### src/design/modem_serial_pkg.sv
// Shared constants and types for the modem host serial link.
// Assumes a 100 MHz system clock on both ends.
package modem_serial_pkg;
  localparam int CLK_HZ = 100_000_000;
  localparam int BAUD_BPS = 19200;
  localparam int BAUD_MAX_BPS = 115200;
  localparam int BAUD_MIN_BPS = 110;
  localparam int DIV_W = 20;
  localparam int BAUD_DIV = CLK_HZ / BAUD_BPS;
  localparam int BAUD_DIV_MIN = CLK_HZ / BAUD_MAX_BPS;
  localparam int BAUD_DIV_MAX = CLK_HZ / BAUD_MIN_BPS;
  localparam int DATA_BITS = 8;
  localparam int STOP_BITS = 1;
  localparam int MS_CYC = CLK_HZ / 1000;
  localparam int LED_SLOW_MS = 1000;
  localparam int LED_FAST_MS = 500;
  localparam int LED_DUTY_PCT = 10;
  localparam int RING_TOGGLE_MS = 500;
  localparam int LED_SLOW_CYC = LED_SLOW_MS * MS_CYC;
  localparam int LED_FAST_CYC = LED_FAST_MS * MS_CYC;
  localparam int RING_CYC = RING_TOGGLE_MS * MS_CYC;
  localparam int CNT_W = 27;
  localparam logic [7:0] CTRL_OFS = 8'h00;
  localparam logic [7:0] STATUS_OFS = 8'h04;
  localparam logic [7:0] TXDATA_OFS = 8'h08;
  localparam logic [7:0] RXDATA_OFS = 8'h0C;
  localparam int CTRL_RTS_BIT = 0;
  localparam int CTRL_DTR_BIT = 1;
  localparam int CTRL_GRACEFUL_SHUTDOWN_N_BIT = 2;
  localparam int CTRL_RESET_BIT = 3;
  localparam logic [3:0] CTRL_RESET_VAL = 4'h0;
  localparam logic [1:0] RESP_OKAY = 2'h0;
  localparam logic [1:0] RESP_SLVERR = 2'h2;
  typedef enum logic [1:0] {
    MODE_PACKET = 2'h0, MODE_CSC = 2'h1, MODE_WIRELINE = 2'h2
  } link_mode_t;
  typedef enum logic [1:0] {
    DTR_IGNORE = 2'h0, DTR_TO_COMMAND = 2'h1, DTR_RESET = 2'h2
  } dtr_action_t;
  typedef enum logic [2:0] {
    PWR_RUN = 3'b001, PWR_DEREG = 3'b010, PWR_OFF = 3'b100
  } power_state_t;
endpackage

### src/design/host_serial_if.sv
// Pin bundle between the terminal (host) and the modem.
// All wires are plain logic levels; the bench joins the two ends.
`timescale 1ns/10ps
`default_nettype none
interface host_serial_if;
  logic txd;
  logic rxd;
  logic dtr_n;
  logic rts_n;
  logic cts_n;
  logic dcd_n;
  logic dsr_n;
  logic ri_n;
  logic graceful_shutdown_n_n;
  logic hw_reset_n;
  logic chan_led_n;
  logic tx_keyed_n;
  logic pdok_n;
  logic chan_led_wl_n;
  logic tx_keyed_wl_n;
  logic [3:0] spare_in;
  modport device (
    input txd, dtr_n, rts_n, graceful_shutdown_n_n, hw_reset_n, spare_in,
    output rxd, cts_n, dcd_n, dsr_n, ri_n, chan_led_n, tx_keyed_n,
    output pdok_n, chan_led_wl_n, tx_keyed_wl_n
  );
  modport host (
    output txd, dtr_n, rts_n, graceful_shutdown_n_n, hw_reset_n, spare_in,
    input rxd, cts_n, dcd_n, dsr_n, ri_n, chan_led_n, tx_keyed_n,
    input pdok_n, chan_led_wl_n, tx_keyed_wl_n
  );
endinterface // host_serial_if
`default_nettype wire

### src/design/modem_dce_end.sv
// Modem (DCE) end of the host serial link: data port, handshake lines,
// shutdown and status pins. Assumes the host keeps its own duties.
// Behaviour
// - RTS and CTS gate data both ways.
// - Host holds DTR active while running.
// - DCD shows session or carrier setting.
// - DSR stays low while powered.
// - RI toggles while a call rings.
// - RI idle in packet mode normally.
// - Optional RI wake toggling when DTR off.
// - Frames are 8 data, no parity, 1 stop.
// - Default rate is 19200 bps.
// - Autobaud from first character, or fixed rate.
// - Shutdown deregisters, then power-down-ok goes low.
// - Dead after shutdown until reset.
// - Modem resets while reset pin low.
// - Status outputs are active low.
// - LED low without channel, high in sleep; code forces it high in sleep in packet mode only.
// - Channel acquired: 1 Hz, 10% low.
// - Registered: 2 Hz, 10% low.
// - TX keyed pin low while keyed.
// - Spare inputs have no effect.
// - Wireline copies of LED and keyed pins.
// - Host terminates unused lines inactive.
//
// Design decisions made here: the register offsets and the AXI4-Lite slave port.
`timescale 1ns/10ps
`default_nettype none
module modem_dce_end
  import modem_serial_pkg::*;
#(
  parameter int BAUD_DIV_DEF = BAUD_DIV,
  parameter int LED_SLOW = LED_SLOW_CYC,
  parameter int LED_FAST = LED_FAST_CYC,
  parameter int RING_TOGGLE = RING_CYC
) (
  input wire logic aclk,
  input wire logic aresetn,
  host_serial_if.device pins,
  input wire link_mode_t mode,
  input wire logic channel_acquired,
  input wire logic registered,
  input wire logic logic_sleep,
  input wire logic transmitter_keyed,
  input wire logic ringing,
  input wire logic session_online,
  input wire logic carrier_behaviour_cmd,
  input wire dtr_action_t terminal_ready_behaviour_cmd,
  input wire logic ri_wake_en,
  input wire logic data_for_host,
  input wire logic deregister_done,
  input wire logic autobaud_en,
  input wire logic baud_fix_en,
  input wire logic [DIV_W-1:0] baud_fix_div,
  input wire logic [DATA_BITS-1:0] tx_data,
  input wire logic tx_valid,
  output logic tx_ready,
  output logic [DATA_BITS-1:0] rx_data,
  output logic rx_valid,
  output logic rx_frame_err,
  input wire logic rx_ready,
  output logic host_active,
  output logic to_command,
  output logic dtr_reset_req,
  output logic deregister_req,
  output logic shutdown_done
);
  localparam int LED_SLOW_ON = LED_SLOW / 100 * LED_DUTY_PCT;
  localparam int LED_FAST_ON = LED_FAST / 100 * LED_DUTY_PCT;
  logic [1:0] txd_s, dtr_s, rts_s, graceful_shutdown_n_s, hwr_s;
  logic rst_n;
  power_state_t pwr_reg;
  logic dtr_prev;
  logic [DIV_W-1:0] div_reg, ab_cnt;
  logic ab_armed, ab_meas;
  logic [CNT_W-1:0] led_cnt, ring_cnt;
  logic led_reg, led_next, ri_reg, ring_active, keyed_reg;
  logic dcd_reg, cts_reg, run;
  logic [DATA_BITS-1:0] eng_rx_data;
  logic eng_rx_valid, eng_rx_err, txd_eng;

  // Pins from the host, bar the spare inputs, cross into aclk through two flops each.
  always_ff @(posedge aclk) begin
    if (!aresetn) begin
      txd_s <= 2'h3;
      dtr_s <= 2'h3;
      rts_s <= 2'h3;
      graceful_shutdown_n_s <= 2'h3;
      hwr_s <= 2'h0;
    end else begin
      txd_s <= {txd_s[0], pins.txd};
      dtr_s <= {dtr_s[0], pins.dtr_n};
      rts_s <= {rts_s[0], pins.rts_n};
      graceful_shutdown_n_s <= {graceful_shutdown_n_s[0], pins.graceful_shutdown_n_n};
      hwr_s <= {hwr_s[0], pins.hw_reset_n};
    end
  end

  assign rst_n = aresetn && hwr_s[1];
  assign run = (pwr_reg == PWR_RUN);

  always_ff @(posedge aclk) begin
    if (!rst_n) begin
      pwr_reg <= PWR_RUN;
    end else begin
      case (pwr_reg)
        PWR_RUN: if (!graceful_shutdown_n_s[1]) pwr_reg <= PWR_DEREG;
        PWR_DEREG: if (deregister_done) pwr_reg <= PWR_OFF;
        PWR_OFF: pwr_reg <= PWR_OFF;
        default: pwr_reg <= PWR_RUN;
      endcase
    end
  end

  assign deregister_req = (pwr_reg == PWR_DEREG);
  assign shutdown_done = (pwr_reg == PWR_OFF);

  // DTR going inactive triggers the configured action once.
  always_ff @(posedge aclk) begin
    if (!rst_n) begin
      dtr_prev <= 1'b1;
      host_active <= 1'b0;
      to_command <= 1'b0;
      dtr_reset_req <= 1'b0;
    end else begin
      dtr_prev <= dtr_s[1];
      host_active <= !dtr_s[1];
      to_command <= run && dtr_s[1] && !dtr_prev &&
        (terminal_ready_behaviour_cmd == DTR_TO_COMMAND);
      dtr_reset_req <= run && dtr_s[1] && !dtr_prev &&
        (terminal_ready_behaviour_cmd == DTR_RESET);
    end
  end

  // The first low stretch after arming is the start bit of 'A', whose
  // first data bit is high, so it measures exactly one bit time.
  always_ff @(posedge aclk) begin
    if (!rst_n) begin
      div_reg <= DIV_W'(BAUD_DIV_DEF);
      ab_armed <= 1'b1;
      ab_meas <= 1'b0;
      ab_cnt <= '0;
    end else if (baud_fix_en) begin
      div_reg <= baud_fix_div;
    end else if (autobaud_en && ab_armed) begin
      if (!ab_meas && !txd_s[1]) begin
        ab_meas <= 1'b1;
        ab_cnt <= DIV_W'(1);
      end else if (ab_meas && !txd_s[1]) begin
        if (ab_cnt != DIV_W'(BAUD_DIV_MAX)) ab_cnt <= ab_cnt + 1'b1;
      end else if (ab_meas) begin
        ab_meas <= 1'b0;
        if (ab_cnt >= DIV_W'(BAUD_DIV_MIN)) begin
          div_reg <= ab_cnt;
          ab_armed <= 1'b0;
        end
      end
    end
  end

  serial_byte_engine u_engine (
    .aclk(aclk),
    .aresetn(rst_n),
    .div(div_reg),
    .tx_data(tx_data),
    .tx_valid(tx_valid),
    .tx_gate(run && !rts_s[1]),
    .tx_ready(tx_ready),
    .txd(txd_eng),
    .rxd(txd_s[1]),
    .rx_data(eng_rx_data),
    .rx_valid(eng_rx_valid),
    .rx_frame_err(eng_rx_err)
  );

  // Characters arriving after shutdown are dropped.
  assign rx_data = eng_rx_data;
  assign rx_valid = eng_rx_valid && run;
  assign rx_frame_err = eng_rx_err && run;

  assign ring_active = (mode != MODE_PACKET) ? ringing
    : (ri_wake_en && dtr_s[1] && data_for_host);

  always_ff @(posedge aclk) begin
    if (!rst_n) begin
      ring_cnt <= '0;
      ri_reg <= 1'b1;
    end else if (!ring_active || !run) begin
      ring_cnt <= '0;
      ri_reg <= 1'b1;
    end else if (ring_cnt == CNT_W'(RING_TOGGLE - 1)) begin
      ring_cnt <= '0;
      ri_reg <= !ri_reg;
    end else begin
      ring_cnt <= ring_cnt + 1'b1;
    end
  end

  always_ff @(posedge aclk) begin
    if (!rst_n) begin
      led_cnt <= '0;
    end else if (registered ? (led_cnt >= CNT_W'(LED_FAST - 1))
                            : (led_cnt >= CNT_W'(LED_SLOW - 1))) begin
      led_cnt <= '0;
    end else begin
      led_cnt <= led_cnt + 1'b1;
    end
  end

  always_comb begin
    if (!run || (mode == MODE_PACKET && logic_sleep)) begin
      led_next = 1'b1;
    end else if (registered) begin
      led_next = !(led_cnt < CNT_W'(LED_FAST_ON));
    end else if (channel_acquired) begin
      led_next = !(led_cnt < CNT_W'(LED_SLOW_ON));
    end else begin
      led_next = 1'b0;
    end
  end

  always_ff @(posedge aclk) begin
    if (!rst_n) begin
      led_reg <= 1'b0;
      keyed_reg <= 1'b1;
      dcd_reg <= 1'b1;
      cts_reg <= 1'b1;
    end else begin
      led_reg <= led_next;
      keyed_reg <= !(transmitter_keyed && run);
      if (mode == MODE_PACKET || carrier_behaviour_cmd) begin
        dcd_reg <= !(session_online && run);
      end else begin
        dcd_reg <= !run;
      end
      cts_reg <= !(rx_ready && run);
    end
  end

  // Spare inputs are deliberately never read, so floating is harmless.
  assign pins.rxd = txd_eng;
  assign pins.cts_n = cts_reg;
  assign pins.dcd_n = dcd_reg;
  assign pins.dsr_n = 1'b0;
  assign pins.ri_n = ri_reg;
  assign pins.chan_led_n = led_reg;
  assign pins.tx_keyed_n = keyed_reg;
  assign pins.pdok_n = !shutdown_done;
  assign pins.chan_led_wl_n = led_reg;
  assign pins.tx_keyed_wl_n = keyed_reg;
endmodule // modem_dce_end
`default_nettype wire

### src/design/serial_byte_engine.sv
// Byte transmitter and receiver for 8N1 asynchronous frames.
// Assumes rxd is already synchronised to aclk and div is held steady.
`timescale 1ns/10ps
`default_nettype none
module serial_byte_engine
  import modem_serial_pkg::*;
(
  input wire logic aclk,
  input wire logic aresetn,
  input wire logic [DIV_W-1:0] div,
  input wire logic [DATA_BITS-1:0] tx_data,
  input wire logic tx_valid,
  input wire logic tx_gate,
  output logic tx_ready,
  output logic txd,
  input wire logic rxd,
  output logic [DATA_BITS-1:0] rx_data,
  output logic rx_valid,
  output logic rx_frame_err
);
  localparam logic [3:0] FRAME_REST = 4'(DATA_BITS + STOP_BITS);
  logic tx_busy;
  logic [DIV_W-1:0] tx_tmr;
  logic [3:0] tx_left;
  logic [DATA_BITS:0] tx_shift;
  logic rx_busy;
  logic [DIV_W-1:0] rx_tmr;
  logic [3:0] rx_idx;
  logic [DATA_BITS-1:0] rx_shift;
  logic tx_tick;
  logic rx_tick;

  assign tx_tick = (tx_tmr == div - 1'b1);
  assign rx_tick = (rx_tmr == div - 1'b1);
  assign tx_ready = !tx_busy && tx_gate;

  always_ff @(posedge aclk) begin
    if (!aresetn) begin
      tx_busy <= 1'b0;
      txd <= 1'b1;
      tx_tmr <= '0;
      tx_left <= 4'h0;
      tx_shift <= '1;
    end else if (!tx_busy) begin
      if (tx_valid && tx_gate) begin
        tx_busy <= 1'b1;
        txd <= 1'b0;
        tx_shift <= {1'b1, tx_data};
        tx_left <= FRAME_REST;
        tx_tmr <= '0;
      end
    end else if (tx_tick) begin
      tx_tmr <= '0;
      if (tx_left == 4'h0) begin
        tx_busy <= 1'b0;
      end else begin
        txd <= tx_shift[0];
        tx_shift <= {1'b1, tx_shift[DATA_BITS:1]};
        tx_left <= tx_left - 4'h1;
      end
    end else begin
      tx_tmr <= tx_tmr + 1'b1;
    end
  end

  // Sampling starts half a bit in, so each bit is read at its centre.
  always_ff @(posedge aclk) begin
    if (!aresetn) begin
      rx_busy <= 1'b0;
      rx_tmr <= '0;
      rx_idx <= 4'h0;
      rx_shift <= '0;
      rx_data <= '0;
      rx_valid <= 1'b0;
      rx_frame_err <= 1'b0;
    end else begin
      rx_valid <= 1'b0;
      rx_frame_err <= 1'b0;
      if (!rx_busy) begin
        if (!rxd) begin
          rx_busy <= 1'b1;
          rx_tmr <= div >> 1;
          rx_idx <= 4'h0;
        end
      end else if (rx_tick) begin
        rx_tmr <= '0;
        rx_idx <= rx_idx + 4'h1;
        if (rx_idx == 4'h0) begin
          rx_busy <= !rxd;
        end else if (rx_idx == FRAME_REST) begin
          rx_busy <= 1'b0;
          rx_data <= rx_shift;
          rx_valid <= rxd;
          rx_frame_err <= !rxd;
        end else begin
          rx_shift <= {rxd, rx_shift[DATA_BITS-1:1]};
        end
      end else begin
        rx_tmr <= rx_tmr + 1'b1;
      end
    end
  end
endmodule // serial_byte_engine
`default_nettype wire

### src/flat_wrapper.sv
// flat-port wrapper written by rule: the top's interface ports become plain ports
module modem_dce_end_flat import modem_serial_pkg::*;
#(
  parameter int BAUD_DIV_DEF = BAUD_DIV,
  parameter int LED_SLOW = LED_SLOW_CYC,
  parameter int LED_FAST = LED_FAST_CYC,
  parameter int RING_TOGGLE = RING_CYC
)
  (aclk, aresetn, mode, channel_acquired, registered, logic_sleep, transmitter_keyed, ringing, session_online, carrier_behaviour_cmd, terminal_ready_behaviour_cmd, ri_wake_en, data_for_host, deregister_done, autobaud_en, baud_fix_en, baud_fix_div, tx_data, tx_valid, tx_ready, rx_data, rx_valid, rx_frame_err, rx_ready, host_active, to_command, dtr_reset_req, deregister_req, shutdown_done, pins_txd, pins_dtr_n, pins_rts_n, pins_graceful_shutdown_n_n, pins_hw_reset_n, pins_spare_in, pins_rxd, pins_cts_n, pins_dcd_n, pins_dsr_n, pins_ri_n, pins_chan_led_n, pins_tx_keyed_n, pins_pdok_n, pins_chan_led_wl_n, pins_tx_keyed_wl_n);
  host_serial_if pins_i ();
  input wire logic aclk;
  input wire logic aresetn;
  input wire link_mode_t mode;
  input wire logic channel_acquired;
  input wire logic registered;
  input wire logic logic_sleep;
  input wire logic transmitter_keyed;
  input wire logic ringing;
  input wire logic session_online;
  input wire logic carrier_behaviour_cmd;
  input wire dtr_action_t terminal_ready_behaviour_cmd;
  input wire logic ri_wake_en;
  input wire logic data_for_host;
  input wire logic deregister_done;
  input wire logic autobaud_en;
  input wire logic baud_fix_en;
  input wire logic [DIV_W-1:0] baud_fix_div;
  input wire logic [DATA_BITS-1:0] tx_data;
  input wire logic tx_valid;
  output logic tx_ready;
  output logic [DATA_BITS-1:0] rx_data;
  output logic rx_valid;
  output logic rx_frame_err;
  input wire logic rx_ready;
  output logic host_active;
  output logic to_command;
  output logic dtr_reset_req;
  output logic deregister_req;
  output logic shutdown_done;
  input wire logic [$bits(pins_i.txd)-1:0] pins_txd;
  input wire logic [$bits(pins_i.dtr_n)-1:0] pins_dtr_n;
  input wire logic [$bits(pins_i.rts_n)-1:0] pins_rts_n;
  input wire logic [$bits(pins_i.graceful_shutdown_n_n)-1:0] pins_graceful_shutdown_n_n;
  input wire logic [$bits(pins_i.hw_reset_n)-1:0] pins_hw_reset_n;
  input wire logic [$bits(pins_i.spare_in)-1:0] pins_spare_in;
  output wire logic [$bits(pins_i.rxd)-1:0] pins_rxd;
  output wire logic [$bits(pins_i.cts_n)-1:0] pins_cts_n;
  output wire logic [$bits(pins_i.dcd_n)-1:0] pins_dcd_n;
  output wire logic [$bits(pins_i.dsr_n)-1:0] pins_dsr_n;
  output wire logic [$bits(pins_i.ri_n)-1:0] pins_ri_n;
  output wire logic [$bits(pins_i.chan_led_n)-1:0] pins_chan_led_n;
  output wire logic [$bits(pins_i.tx_keyed_n)-1:0] pins_tx_keyed_n;
  output wire logic [$bits(pins_i.pdok_n)-1:0] pins_pdok_n;
  output wire logic [$bits(pins_i.chan_led_wl_n)-1:0] pins_chan_led_wl_n;
  output wire logic [$bits(pins_i.tx_keyed_wl_n)-1:0] pins_tx_keyed_wl_n;
  assign pins_i.txd = pins_txd;
  assign pins_i.dtr_n = pins_dtr_n;
  assign pins_i.rts_n = pins_rts_n;
  assign pins_i.graceful_shutdown_n_n = pins_graceful_shutdown_n_n;
  assign pins_i.hw_reset_n = pins_hw_reset_n;
  assign pins_i.spare_in = pins_spare_in;
  assign pins_rxd = pins_i.rxd;
  assign pins_cts_n = pins_i.cts_n;
  assign pins_dcd_n = pins_i.dcd_n;
  assign pins_dsr_n = pins_i.dsr_n;
  assign pins_ri_n = pins_i.ri_n;
  assign pins_chan_led_n = pins_i.chan_led_n;
  assign pins_tx_keyed_n = pins_i.tx_keyed_n;
  assign pins_pdok_n = pins_i.pdok_n;
  assign pins_chan_led_wl_n = pins_i.chan_led_wl_n;
  assign pins_tx_keyed_wl_n = pins_i.tx_keyed_wl_n;
  modem_dce_end #(.BAUD_DIV_DEF(BAUD_DIV_DEF), .LED_SLOW(LED_SLOW), .LED_FAST(LED_FAST), .RING_TOGGLE(RING_TOGGLE)) u_core (.aclk(aclk), .aresetn(aresetn), .pins(pins_i), .mode(mode), .channel_acquired(channel_acquired), .registered(registered), .logic_sleep(logic_sleep), .transmitter_keyed(transmitter_keyed), .ringing(ringing), .session_online(session_online), .carrier_behaviour_cmd(carrier_behaviour_cmd), .terminal_ready_behaviour_cmd(terminal_ready_behaviour_cmd), .ri_wake_en(ri_wake_en), .data_for_host(data_for_host), .deregister_done(deregister_done), .autobaud_en(autobaud_en), .baud_fix_en(baud_fix_en), .baud_fix_div(baud_fix_div), .tx_data(tx_data), .tx_valid(tx_valid), .tx_ready(tx_ready), .rx_data(rx_data), .rx_valid(rx_valid), .rx_frame_err(rx_frame_err), .rx_ready(rx_ready), .host_active(host_active), .to_command(to_command), .dtr_reset_req(dtr_reset_req), .deregister_req(deregister_req), .shutdown_done(shutdown_done));
endmodule
### config.mk
export PLATFORM = sky130hd
export DESIGN_NAME = modem_dce_end_flat
export DESIGN_NICKNAME = d
export VERILOG_FILES = /design/src/design/modem_serial_pkg.sv /design/src/design/host_serial_if.sv /design/src/design/modem_dce_end.sv /design/src/design/serial_byte_engine.sv /design/src/flat_wrapper.sv
export SDC_FILE = /design/constraint.sdc
export NUM_CORES = 1
export LEC_CHECK = 0
export ABC_CLOCK_PERIOD_IN_PS = 9000
export BUFFER_PORTS_ARGS = -buffer_cell sky130_fd_sc_hd__buf_2
export CORE_UTILIZATION = 30
export CTS_CLUSTER_SIZE = 16
export DETAILED_ROUTE_END_ITERATION = 6
export PLACE_DENSITY = 0.51
export SYNTH_ARGS = -nofsm -noshare
export SYNTH_HDL_FRONTEND = slang
export SYNTH_SLANG_ARGS = --single-unit
### constraint.sdc
create_clock -name aclk -period 9 [get_ports aclk]
set_clock_uncertainty 0.05 [all_clocks]
set_input_delay 1.35 -clock aclk [delete_from_list [all_inputs] [get_ports aclk]]
set_output_delay 1.35 -clock aclk [all_outputs]
set_load 0.005 [all_outputs]
==> summary.txt, run 1 <==
Global routing
  – Maximum number of pins on one net before global-route repair: 56
  – Number of antenna violations at the first check in global routing: 0
  – Global route overflow: 0
  – Total routing usage reported by global routing: 0.1605
  – Number of global-route vias before repair: 8,719
  – Global-route wire length before repair: 45.91 mm

Drt
  – Drt wl/cell: 15.82 µm
  – Post-route DRC violation count: 0
  – Number of nets with antenna violations after detailed routing: 0
  – Starting DRT DRC Count: 661
  – Via-to-Cell Ratio: 5.151
  – Pre-Repair DR Iteration Count: 5
  – Final WL: 28.11 mm
  – Vias post-DR: 9,149

STA
  – Top achievable clock speed: 0.2203 GHz
  – Setup tns final: 0 ns
  – Min Tclk post-route: 4.540 ns
  – Unrepaired setup endpoints after global routing: no
  – Final number of hold-violating endpoints: 0
  – Final critical-path setup slack: 4.460 ns
  – Worst hold slack after final layout: 0.3649 ns
  – Final setup fails: 0
  – Final Max Slew Viols: 0
  – Worst slew pin tran: 1.179 ns
  – Fin crit share: 0.5044
  – Max transition margin: 0.2115

Yosys
  – Number of flops mapped to enable cells by yosys: 0
  – Simple-gate share of the synthesized area: 0.2836
  – Part of the Yosys area used for sequential elements: 0.3698
  – Gate Count Post-Synth: 1,286
  – Most common cell in the synthesized netlist: sky130_fd_sc_hd__nor2_1
  – Net count after synthesis: 1,355
  – Cell taking the most area after synthesis: sky130_fd_sc_hd__dfxtp_1
  – Top cells by area in the synthesized netlist: sky130_fd_sc_hd__dfxtp_1 (37%), sky130_fd_sc_hd__nor2_1 (7.0%), sky130_fd_sc_hd__xor2_1 (5.6%)
  – Most used flip-flop cell after synthesis: sky130_fd_sc_hd__dfxtp_1
  – Post-synthesis compound-gate area fraction: 0.1238
  – Area share of the largest cell type after synthesis: 0.3698
  – Distinct cell type count after synthesis: 84
  – Adder-Cell Fraction of Synth Area: 0.01422
  – Most used standard cells in the synthesized netlist: sky130_fd_sc_hd__nor2_1 (198), sky130_fd_sc_hd__dfxtp_1 (195), sky130_fd_sc_hd__nand2_1 (109), sky130_fd_sc_hd__xor2_1 (68)
  – Netlist area before placement: 10,560 µm²
  – Multiplexer share of the synthesized area: 0.04598
  – FF+latch count, synth: 195
  – Total of warnings raised by yosys: 0
  – Mean instance size in the synthesized netlist: 8.210 µm²
  – Share of flip-flops with an asynchronous set or reset after synthesis: 0
  – Area share of xor/xnor cells in the synthesized design: 0.1177
  – Largest family of logic cells by synthesized area: simple AND/OR/NAND/NOR gates

CTS
  – Clock sink count: 195
  – Post-CTS Setup Repair Bufs: 0
  – H-tree lvl count: 4
  – Maximum clock path buffer count: 2
  – Resized cells post-CTS: 0
  – Insertion delay of the later-clocked pin in the worst-skew pair: 0.46 ns
  – Clock buffers created by TritonCTS: 17
  – Clock tree from TritonCTS: yes
  – Post-CTS Hold Buffers: 0
  – Clock-pin slew on the worst setup and hold paths: 0.09 ns
  – Root buffer cell: sky130_fd_sc_hd__clkbuf_16

Worst setup path
  – Longest individual stage delay on the worst path: 0.88 ns
  – Crit end category: flip-flop
  – CP Cell Sequence: inv_1 > ha_1 > or3b_1 > nor4_4 > nor2b_2 > or4b_1 > or4_4 > nor4_4 > o21ai_4 > mux2i_1
  – Reg2Reg Depth: 10
  – WP data arrival: 4.83 ns
  – CP max stage cell: sky130_fd_sc_hd__nor4_4
  – Launching instance or port of the critical path: u_core.div_reg[0]
  – Crit path kind: reg2reg
  – Capture point of the worst path: u_core.u_engine.rx_shift[0]
  – Cell seen most often among critical-path stages: sky130_fd_sc_hd__nor4_4
  – Origin of the critical flop-to-flop path: u_core.div_reg[0]
  – Worst-path maximum fanout: 16
  – Worst reg2reg endpoint: u_core.u_engine.rx_shift[0]
  – Slack of the worst reg-to-reg path: 4.46 ns
  – Kind of launch point of the worst setup path: flip-flop
  – CP Data Required Time: 9.29 ns

Die
  – Number of ports placed on the die boundary: 83
  – Total core area: 34,540 µm²
  – Width of the die: 189.6 µm
  – Die height: 189.6 µm
  – Area of the die: 35,950 µm²
  – Num rows: 68
  – Initial Utilization: 0.3056

Cells and area
  – Post-layout nets: 1,377
  – Post-route cell area: 11,880 µm²
  – Registers with the most flip-flops: u_core.led_cnt (27), u_core.ring_cnt (27)
  – Synth-to-Final Area Change: 12.55%
  – Fraction of final layout cells sized beyond drive strength 1: 0.1120
  – Number of inserted diodes: 0

Pwr
  – Maximum VDD drop: 0.0001343 V
  – Leakage Power: 4.156 nW
  – Pwr dens: 147.9 nW/µm²

Place
  – Post-Place Cell Area: 11,240 µm²
  – Port Buf Inserts: 77
  – Detailed Place HPWL: 19.98 mm
  – Pre-CTS setup slack: 4.456 ns
  – Final weighted congestion in routability-driven placement: 0.8342

Hold path
  – Type of the worst min-delay path: reg2reg

Status
  – Status: complete, no violations

Flow run
  – Maxcap violations: 0
==> report_power, final <==
part,leakage [nW],internal (mW),switching [mW],total (mW)
Sequential,1.57,0.866,0.00515,0.871
Combinational,2.27,0.0218,0.0323,0.0541
Clock,0.314,0.439,0.394,0.833
Total,4.16,1.33,0.432,1.76
==> cells by family (layout without fill, tap and decap cells) <==
logic type | Yosys count | count (layout)
multiplexers | 48 | 48
flip-flops | 195 | 195
AO/OA/AOI/OAI | 192 | 192
XOR/XNOR | 134 | 134
AND/OR/NAND/NOR | 590 | 590
buffers and inverters | 114 | 149
other | 1 | 1
adder cells (fa/ha/maj) | 12 | 12
==> worst min path at each step <==
stage / start / cells past startpoint / to
2_1_floorplan: u_core.dtr_s[0] / 1 / u_core.dtr_s[1]
3_3_place_gp: u_core.graceful_shutdown_n_s[0] / 1 / u_core.graceful_shutdown_n_s[1]
3_5_place_dp: u_core.dtr_s[0] / 1 / u_core.dtr_s[1]
4_1_cts: u_core.rts_s[0] / 1 / u_core.rts_s[1]
5_1_grt: u_core.dtr_s[0] / 1 / u_core.dtr_s[1]
6_report: u_core.dtr_s[0] / 1 / u_core.dtr_s[1]
==> stage by stage <==
stage | util | std cells | total power, mW
after floorplan | - | 1286 | 0.9216
after global placement | 0.3255 | 1744 | 0.9459
after detailed placement | 0.3255 | 1744 | 0.9460
after CTS | 0.3440 | 1776 | 1.789
after global routing | 0.3440 | 1776 | 1.827
final | 0.3440 | 1776 | 1.758
==> critical path: cells and delay by family, from the launching register on <==
| kind | cells | cell delay (ns) |
|---|---|---|
| fa+ha+maj | 1 | 0.30 |
| mux | 1 | 0.19 |
| flops | 1 | 0.42 |
| simple gates | 6 | 3.06 |
| compound gates | 1 | 0.27 |
| buf+inv | 1 | 0.13 |
==> routing by layer <==
layer | vias to the layer above | GRT usage | part of all wire
met1 | 4368 | 0.2111 | 0.49
li1 | 4582 | - | -
met3 | 37 | 0.02841 | 0.038
met5 | - | 0 | 0
met4 | 0 | 0.06079 | 0.021
met2 | 162 | 0.2606 | 0.46
==> layout make-up <==
class / instances / area [µm²]
clock buffer: 18 / 439.2
tap: 455 / 569.3
inverter: 32 / 120.1
multi-input combinational: 977 / 6205
fill: 3688 / 22660
clock inverter: 14 / 200.2
sequential: 195 / 3904
timing repair buffer: 85 / 445.4
==> cells in the final DEF (no fill, tap or decap), types with 8 or more instances in the layout <==
cell type / n
sky130_fd_sc_hd__nand2b_1: 16
sky130_fd_sc_hd__inv_1: 32
sky130_fd_sc_hd__nor2_1: 198
sky130_fd_sc_hd__nand4_1: 39
sky130_fd_sc_hd__clkbuf_16: 17
sky130_fd_sc_hd__xnor2_1: 61
sky130_fd_sc_hd__or4_1: 11
sky130_fd_sc_hd__ha_1: 12
sky130_fd_sc_hd__xor2_1: 68
sky130_fd_sc_hd__nand3_1: 52
sky130_fd_sc_hd__and4_1: 10
sky130_fd_sc_hd__dfxtp_1: 195
sky130_fd_sc_hd__nand2_1: 108
sky130_fd_sc_hd__buf_4: 8
sky130_fd_sc_hd__and2_1: 9
sky130_fd_sc_hd__nor4_1: 21
sky130_fd_sc_hd__a31oi_1: 20
sky130_fd_sc_hd__mux2i_1: 44
sky130_fd_sc_hd__nor3b_1: 8
sky130_fd_sc_hd__buf_2: 77
sky130_fd_sc_hd__and3_1: 22
sky130_fd_sc_hd__a21oi_1: 56
sky130_fd_sc_hd__o21ai_0: 29
sky130_fd_sc_hd__or3_1: 18
sky130_fd_sc_hd__nor3_1: 33
(Power assumes the default switching activity.)
==> run 2, diff against run 1 <==
--- a/config.mk
+++ b/config.mk
@@ -5,12 +5,12 @@
 export SDC_FILE = /design/constraint.sdc
 export NUM_CORES = 1
 export LEC_CHECK = 0
-export ABC_CLOCK_PERIOD_IN_PS = 9000
+export ABC_CLOCK_PERIOD_IN_PS = 3700
 export BUFFER_PORTS_ARGS = -buffer_cell sky130_fd_sc_hd__buf_2
 export CORE_UTILIZATION = 30
 export CTS_CLUSTER_SIZE = 16
 export DETAILED_ROUTE_END_ITERATION = 6
-export PLACE_DENSITY = 0.51
+export PLACE_DENSITY = 0.52
 export SYNTH_ARGS = -nofsm -noshare
 export SYNTH_HDL_FRONTEND = slang
 export SYNTH_SLANG_ARGS = --single-unit
==> constraint.sdc (replaced) <==
create_clock -name aclk -period 3.7 [get_ports aclk]
set_clock_uncertainty 0.05 [all_clocks]
set_input_delay 0.555 -clock aclk [delete_from_list [all_inputs] [get_ports aclk]]
set_output_delay 0.555 -clock aclk [all_outputs]
set_load 0.005 [all_outputs]
==> run 2 against run 1 <==
Critical path depth increased by 1. Cell count increased by 2.1%. Clock power increased by 140%. Largest power group unchanged.
==> summary.txt, run 2 (synthesized netlist as in run 1, its figures left out) <==
Status
  – Status: complete, no violations

Place
  – Inst Count DP: 1,782 (+2.2%)
  – Detailed Place HPWL: 21.13 mm (+5.7%)
  – Port Buf Inserts: 77 (unchanged)
  – Final weighted congestion in routability-driven placement: 0.8505 (+2.0%)

Cells and area
  – Number of standard cells in the final layout excluding fillers: 1,813 (+2.1%)
  – Fraction of final layout cells sized beyond drive strength 1: 0.1406 (+0.02861)
  – Most frequent standard cell in the layout excluding fill and tap cells: sky130_fd_sc_hd__nor2_1
  – Leading cell types in the layout, fill and taps excluded: sky130_fd_sc_hd__nor2_1 (198), sky130_fd_sc_hd__dfxtp_1 (195), sky130_fd_sc_hd__nand2_1 (108)
  – Registers with the most flip-flops: u_core.led_cnt (27), u_core.ring_cnt (27)
  – Fill cell count: 3,672 (-0.43%)
  – Post-layout nets: 1,415 (+2.8%)
  – Synth-to-Final Area Change: 15.82%
  – Number of inserted diodes: 0 (unchanged)

Drt
  – Final WL: 28.73 mm (+2.2%)
  – Vias post-DR: 9,314 (+1.8%)
  – Via-to-Cell Ratio: 5.137 (-0.27%)
  – Number of nets with antenna violations after detailed routing: 0 (unchanged)
  – Pre-Repair DR Iteration Count: 4 (-1)
  – Drt wl/cell: 15.85 µm (+0.14%)
  – Starting DRT DRC Count: 451 (-32%)
  – Post-route DRC violation count: 0 (unchanged)

CTS
  – Root buffer cell: sky130_fd_sc_hd__clkbuf_16
  – H-tree lvl count: 4 (unchanged)
  – Clock-pin slew on the worst setup and hold paths: 0.07 ns (-0.02 ns)
  – Maximum clock path buffer count: 2 (unchanged)
  – Clock tree from TritonCTS: yes
  – Clock buffers created by TritonCTS: 17 (unchanged)
  – Insertion delay of the later-clocked pin in the worst-skew pair: 0.45 ns (about the same)
  – Clock sink count: 195 (unchanged)

Worst setup path
  – Number of buffers and inverters on the critical path: 2 (+1)
  – WP data arrival: 3.78 ns (-1.05 ns)
  – Kind of launch point of the worst setup path: flip-flop
  – CP Data Required Time: 3.96 ns (-5.33 ns)
  – Crit path kind: reg2reg
  – Longest individual stage delay on the worst path: 0.55 ns (-0.33 ns)
  – CP max stage cell: sky130_fd_sc_hd__or4_4
  – Cell seen most often among critical-path stages: sky130_fd_sc_hd__nor2_1
  – Slack of the worst reg-to-reg path: 0.17 ns (-4.29 ns)
  – CP Cell Sequence: inv_1 > ha_4 > or3b_2 > nor2_1 > a2111oi_0 > or4b_1 > or4_4 > o31ai_4 > buf_4 > o22a_1 > nor2_1
  – Crit end category: flip-flop
  – Family of cells with the greatest summed delay on the critical path: simple AND/OR/NAND/NOR gates
  – Worst-path maximum fanout: 7 (-9)

STA
  – Min Tclk post-route: 3.526 ns (-1.014 ns)
  – Max transition margin: 0.2721 (+0.06061)
  – Final setup fails: 0 (unchanged)
  – Fin crit share: 0.9529 (+0.4485)
  – Setup tns final: 0 ns (unchanged)
  – Final Max Slew Viols: 0 (unchanged)
  – Final number of hold-violating endpoints: 0 (unchanged)
  – Unrepaired setup endpoints after global routing: no
  – Top achievable clock speed: 0.2836 GHz (+29%)
  – Worst slew pin tran: 1.088 ns (-0.09142 ns)

Hold path
  – Type of the worst min-delay path: in2reg

Global routing
  – Total routing usage reported by global routing: 0.1640 (+0.003495)
  – Number of global-route vias before repair: 8,923 (+2.3%)
  – Global route overflow: 0 (unchanged)
  – Global-route wire length before repair: 46.82 mm (+2.0%)
  – Number of antenna violations at the first check in global routing: 0 (unchanged)
  – Maximum number of pins on one net before global-route repair: 55 (-1.8%)

Die
  – Num rows: 68 (unchanged)
  – Initial Utilization: 0.3056 (unchanged)
  – Total core area: 34,540 µm² (unchanged)
  – Area of the die: 35,950 µm² (unchanged)
  – Number of ports placed on the die boundary: 83 (unchanged)
  – Die height: 189.6 µm (unchanged)
  – Width of the die: 189.6 µm (unchanged)

Flow run
  – Maxcap violations: 0 (unchanged)

Pwr
  – Leakage Power: 4.345 nW (+4.6%)
  – Pwr dens: 347.8 nW/µm² (+140%)
  – Maximum VDD drop: 0.0003388 V (+150%)
run 2: changes by cell type in the layout (fill, tap and decap cells not counted), sizes merged:
cell and change:
clkinvlp +4, buf +38, inv -9, clkinv +1
clkbuf +1, bufinv +2
run 2: final timing paths:
kind	startpoint	to	cells past startpoint
worst min register to register	u_core.dtr_s[0]	u_core.dtr_s[1]	1
worst max register to register	u_core.div_reg[0]	u_core.u_engine.rx_tmr[7]	11
worst min-delay path	transmitter_keyed	u_core.pins.tx_keyed_n	2
worst max-delay path	u_core.div_reg[0]	u_core.u_engine.rx_tmr[7]	11
run 2: area by class of cell:
class,count,area (µm²),share of cell area
Clock buffer,19,442.9,0.03622
Tap cell,455,569.3,0.04656
Multi-Input combinational cell,977,6255,0.5115
Clock inverter,12,181.4,0.01484
Sequential cell,195,3904,0.3192
Timing Repair Buffer,123,755.7,0.06180
Inverter,32,120.1,0.009823
run 2: per-stage QoR:
step           setup WS [ns]  area, µm²  hold slack [ns]    util  power (mW)
5_1_grt             0.003042      12230           0.1894  0.3540       4.415
3_3_place_gp         0.08288      11560           0.3410  0.3345       2.310
6_report              0.1743      12230           0.2168  0.3540       4.252
2_1_floorplan        0.01086      10560           0.3363       -       2.242
4_1_cts              0.05989      12180           0.1910  0.3526       4.323
3_5_place_dp         0.05910      11560           0.3448  0.3345       2.310
run 2: where the power goes:
part	switching, mW	total, mW	internal (mW)
Combinational	0.0882	0.148	0.0595
Sequential	0.00715	2.11	2.11
Clock	0.842	1.99	1.15
Total	0.937	4.25	3.31
run 2: worst reg2reg max path: cells and delay by family, from the launching register on:
family                     cells  cell delay (ns)
buffers and inverters          2             0.33
and+or+nand+nor                5             1.82
adders and majority gates      1             0.19
DFF                            1             0.32
AOI/OAI and AO/OA              3             0.69
run 2: metal layers:
metal / track usage / vias to the layer above / wire length [µm]
li1: - / 4657 / -
met1: 0.2190 / 4417 / 13830
met2: 0.2635 / 204 / 13210
met3: 0.02785 / 36 / 1191
met4: 0.06141 / 0 / 499
met5: 0 / - / 0
run 2: repair_timing:
| item | in CTS | in global routing |
|---|---|---|
| gates resized for setup | 0 | 8 |
| hold buffers | 0 | 0 |
| setup endpoints to repair | 0 | 31 |
| buffers inserted | 0 | 0 |
==> run 3, diff against run 2 <==
--- a/config.mk
+++ b/config.mk
@@ -13,4 +13,5 @@
 export PLACE_DENSITY = 0.52
 export SYNTH_ARGS = -nofsm -noshare
 export SYNTH_HDL_FRONTEND = slang
+export SYNTH_HIERARCHICAL = 1
 export SYNTH_SLANG_ARGS = --single-unit
==> run 3 against run 2 <==
Clock power is 5% lower. Cell count is 0.22% higher. Maximum frequency is 2.8% higher. Combinational power is 8% higher. Register-to-register slack better by 0.09 ns. Critical path depth stayed put. Hold slack worse by 0.0088 ns. Critical endpoint is now u_core/u_engine/tx_tmr[19]. Design area is 0.83% higher. Setup slack better by 0.095 ns. Core utilization is 0.90 points lower. Sequential share of layout area is 0.26 points lower.
==> summary.txt, run 3 <==
Worst setup path
  – CP Data Required Time: 3.98 ns (+0.02 ns)
  – WP data arrival: 3.71 ns (-0.07 ns)
  – Crit end category: flip-flop
  – Slack of the worst reg-to-reg path: 0.27 ns (+0.09 ns)
  – Kind of launch point of the worst setup path: flip-flop
  – Worst-path maximum fanout: 21 (+14)
  – Crit path kind: reg2reg

Yosys
  – Distinct cell type count after synthesis: 92 (+9.5%)
  – Number of flops mapped to enable cells by yosys: 0 (unchanged)
  – Cell taking the most area after synthesis: sky130_fd_sc_hd__dfxtp_1
  – Share of flip-flops with an asynchronous set or reset after synthesis: 0 (unchanged)
  – Netlist area before placement: 10,970 µm² (+3.9%)
  – Total of warnings raised by yosys: 6 (+6)
  – Part of the Yosys area used for sequential elements: 0.3558 (-0.01392)
  – Most common cell in the synthesized netlist: sky130_fd_sc_hd__dfxtp_1
  – Mean instance size in the synthesized netlist: 8.426 µm² (+2.6%)
  – Most used flip-flop cell after synthesis: sky130_fd_sc_hd__dfxtp_1
  – Net count after synthesis: 1,371 (+1.2%)
  – Top cells by area in the synthesized netlist: sky130_fd_sc_hd__dfxtp_1 (36%), sky130_fd_sc_hd__xnor2_1 (6.6%), sky130_fd_sc_hd__mux2i_1 (5.1%)
  – Gate Count Post-Synth: 1,302 (+1.2%)
  – Most used standard cells in the synthesized netlist: sky130_fd_sc_hd__dfxtp_1 (195), sky130_fd_sc_hd__nor2_1 (144), sky130_fd_sc_hd__xnor2_1 (83), sky130_fd_sc_hd__nand2_1 (74), sky130_fd_sc_hd__nand3_1 (66)
  – FF+latch count, synth: 195 (unchanged)
  – Area share of the largest cell type after synthesis: 0.3558 (-0.01392)

Cells and area
  – Post-layout nets: 1,412 (-0.21%)
  – Fill cell count: 3,790 (+3.2%)
  – Synth-to-Final Area Change: 12.39%
  – Number of inserted diodes: 0 (unchanged)
  – Leading cell types in the layout, fill and taps excluded: sky130_fd_sc_hd__dfxtp_1 (195), sky130_fd_sc_hd__nor2_1 (143), sky130_fd_sc_hd__xnor2_1 (83)
  – Fraction of final layout cells sized beyond drive strength 1: 0.1497 (+0.009057)
  – Registers with the most flip-flops: u_core/led_cnt (27), u_core/ring_cnt (27)
  – Most frequent standard cell in the layout excluding fill and tap cells: sky130_fd_sc_hd__dfxtp_1
  – Number of standard cells in the final layout excluding fillers: 1,817 (+0.22%)

STA
  – Final critical-path setup slack: 0.2689 ns (+0.09462 ns)
  – Final number of hold-violating endpoints: 0 (unchanged)
  – Worst slew pin tran: 0.8752 ns (-0.2126 ns)
  – Fin crit share: 0.9273 (-0.02557)
  – Final Max Slew Viols: 0 (unchanged)
  – Unrepaired setup endpoints after global routing: no
  – Setup tns final: 0 ns (unchanged)
  – Min Tclk post-route: 3.431 ns (-0.09462 ns)
  – Max transition margin: 0.4151 (+0.1430)
  – Final setup fails: 0 (unchanged)
  – Worst hold slack after final layout: 0.2080 ns (-0.008804 ns)
  – Top achievable clock speed: 0.2915 GHz (+2.8%)

Place
  – Port Buf Inserts: 77 (unchanged)
  – Detailed Place HPWL: 19.86 mm (-6.0%)
  – Final weighted congestion in routability-driven placement: 0.8408 (-1.1%)
  – Inst Count DP: 1,784 (+0.11%)
  – Pre-CTS setup slack: 0.1452 ns (+0.08605 ns)

Drt
  – Via-to-Cell Ratio: 5.123 (-0.28%)
  – Final WL: 27.47 mm (-4.4%)
  – Number of nets with antenna violations after detailed routing: 0 (unchanged)
  – Vias post-DR: 9,308 (-0.064%)
  – Starting DRT DRC Count: 666 (+48%)
  – Post-route DRC violation count: 0 (unchanged)
  – Drt wl/cell: 15.12 µm (-4.6%)
  – Pre-Repair DR Iteration Count: 7 (+3)

Die
  – Width of the die: 193.2 µm (+1.9%)
  – Die height: 193.2 µm (+1.9%)
  – Area of the die: 37,340 µm² (+3.9%)
  – Num rows: 69 (+1.5%)
  – Total core area: 35,740 µm² (+3.5%)
  – Initial Utilization: 0.3069 (+0.001302)
  – Number of ports placed on the die boundary: 83 (unchanged)

CTS
  – Maximum clock path buffer count: 2 (unchanged)
  – Clock sink count: 195 (unchanged)
  – Root buffer cell: sky130_fd_sc_hd__clkbuf_16
  – Clock tree from TritonCTS: yes
  – Clock buffers created by TritonCTS: 17 (unchanged)
  – H-tree lvl count: 4 (unchanged)
  – Insertion delay of the later-clocked pin in the worst-skew pair: 0.45 ns (about the same)
  – Clock-pin slew on the worst setup and hold paths: 0.08 ns (about the same)

Global routing
  – Total routing usage reported by global routing: 0.1484 (-0.01558)
  – Maximum number of pins on one net before global-route repair: 40 (-27%)
  – Number of global-route vias before repair: 8,543 (-4.3%)
  – Global route overflow: 0 (unchanged)
  – Global-route wire length before repair: 45.26 mm (-3.3%)
  – Number of antenna violations at the first check in global routing: 0 (unchanged)

Pwr
  – Pwr dens: 337.7 nW/µm² (-2.9%)
  – Leakage Power: 4.297 nW (-1.1%)
  – Post-layout power: 4.163 mW (-2.1%)
  – Maximum VDD drop: 0.0003451 V (+1.8%)

Hold path
  – Type of the worst min-delay path: in2reg

Flow run
  – Maxcap violations: 0 (unchanged)

Status
  – Status: complete, no violations
run 3: cell types whose count changed after synthesis, sizes merged, moves of 13 or more:
| cell | previous run | this run |
|---|---|---|
| xor2 | 68 | 45 |
| nor3 | 33 | 55 |
| o21ai | 33 | 55 |
| nor2 | 198 | 144 |
| nand3 | 52 | 70 |
| buf | 20 | 33 |
| xnor2 | 61 | 83 |
| nand2 | 110 | 75 |
| a21oi | 56 | 79 |
run 3: critical path: stages (launching register included):
cell and delay (ns):
sky130_fd_sc_hd__dfxtp_1 0.37, sky130_fd_sc_hd__inv_1 0.08, sky130_fd_sc_hd__ha_1 0.19, sky130_fd_sc_hd__or3b_2 0.56
sky130_fd_sc_hd__nor3_1 0.35, sky130_fd_sc_hd__o2111ai_1 0.19, sky130_fd_sc_hd__nor4_1 0.34, sky130_fd_sc_hd__and4_1 0.33
sky130_fd_sc_hd__nand3_2 0.17, sky130_fd_sc_hd__nand3_2 0.33, sky130_fd_sc_hd__nor3b_1 0.09, sky130_fd_sc_hd__a211o_1 0.27
run 3: final cells by class:
type	count	area, µm²	area share
multi-input cells	977	6457	0.5237
well taps	461	576.8	0.04678
repair buffers	111	640.6	0.05196
clock inverters	13	163.9	0.01329
flip-flops and latches	195	3904	0.3166
inverters	41	153.9	0.01248
clock buffers	19	432.9	0.03511
run 3: final timing paths:
| kind | from | to | cells past startpoint |
|---|---|---|---|
| hold reg to reg | u_core/graceful_shutdown_n_s[0] | u_core/graceful_shutdown_n_s[1] | 1 |
| hold / removal | transmitter_keyed | u_core/pins.tx_keyed_n | 2 |
| setup reg to reg | u_core/div_reg[1] | u_core/u_engine/tx_tmr[19] | 11 |
| setup / recovery | u_core/div_reg[1] | u_core/u_engine/tx_tmr[19] | 11 |
run 3: cell families after synthesis:
logic type	synth area share
AND/OR/NAND/NOR	0.2710
XOR/XNOR	0.1063
adder cells (fa/ha/maj)	0.01369
flip-flops	0.3558
AO/OA/AOI/OAI	0.1433
multiplexers	0.05349
other	0.0003418
buffers and inverters	0.05611
run 3: timing repair:
| action | CTS | global route |
|---|---|---|
| setup endpoints to repair | 0 | 15 |
| setup buffers | 0 | 1 |
| gates resized for setup | 0 | 1 |
| hold buffers | 0 | 0 |
run 3: through the flow:
step	cell area, µm²	utilization
6_report	12330	0.3450
5_1_grt	12330	0.3450
4_1_cts	12320	0.3447
3_5_place_dp	11720	0.3280
3_3_place_gp	11720	0.3280
2_1_floorplan	10970	-
run 3: power by group:
| group | internal, mW | leakage [nW] | switching, mW |
|---|---|---|---|
| sequential | 2.11 | 1.57 | 0.00924 |
| combinational | 0.0633 | 2.44 | 0.0970 |
| clock | 0.967 | 0.286 | 0.919 |
| total | 3.14 | 4.30 | 1.03 |
run 3: per-layer routing:
metal / up-vias / track usage / routed length [µm]
met5: - / 0 / 0
met4: 0 / 0.03348 / 216
met3: 11 / 0.02755 / 1126
met2: 195 / 0.2324 / 12260
met1: 4387 / 0.2101 / 13870
li1: 4715 / - / -
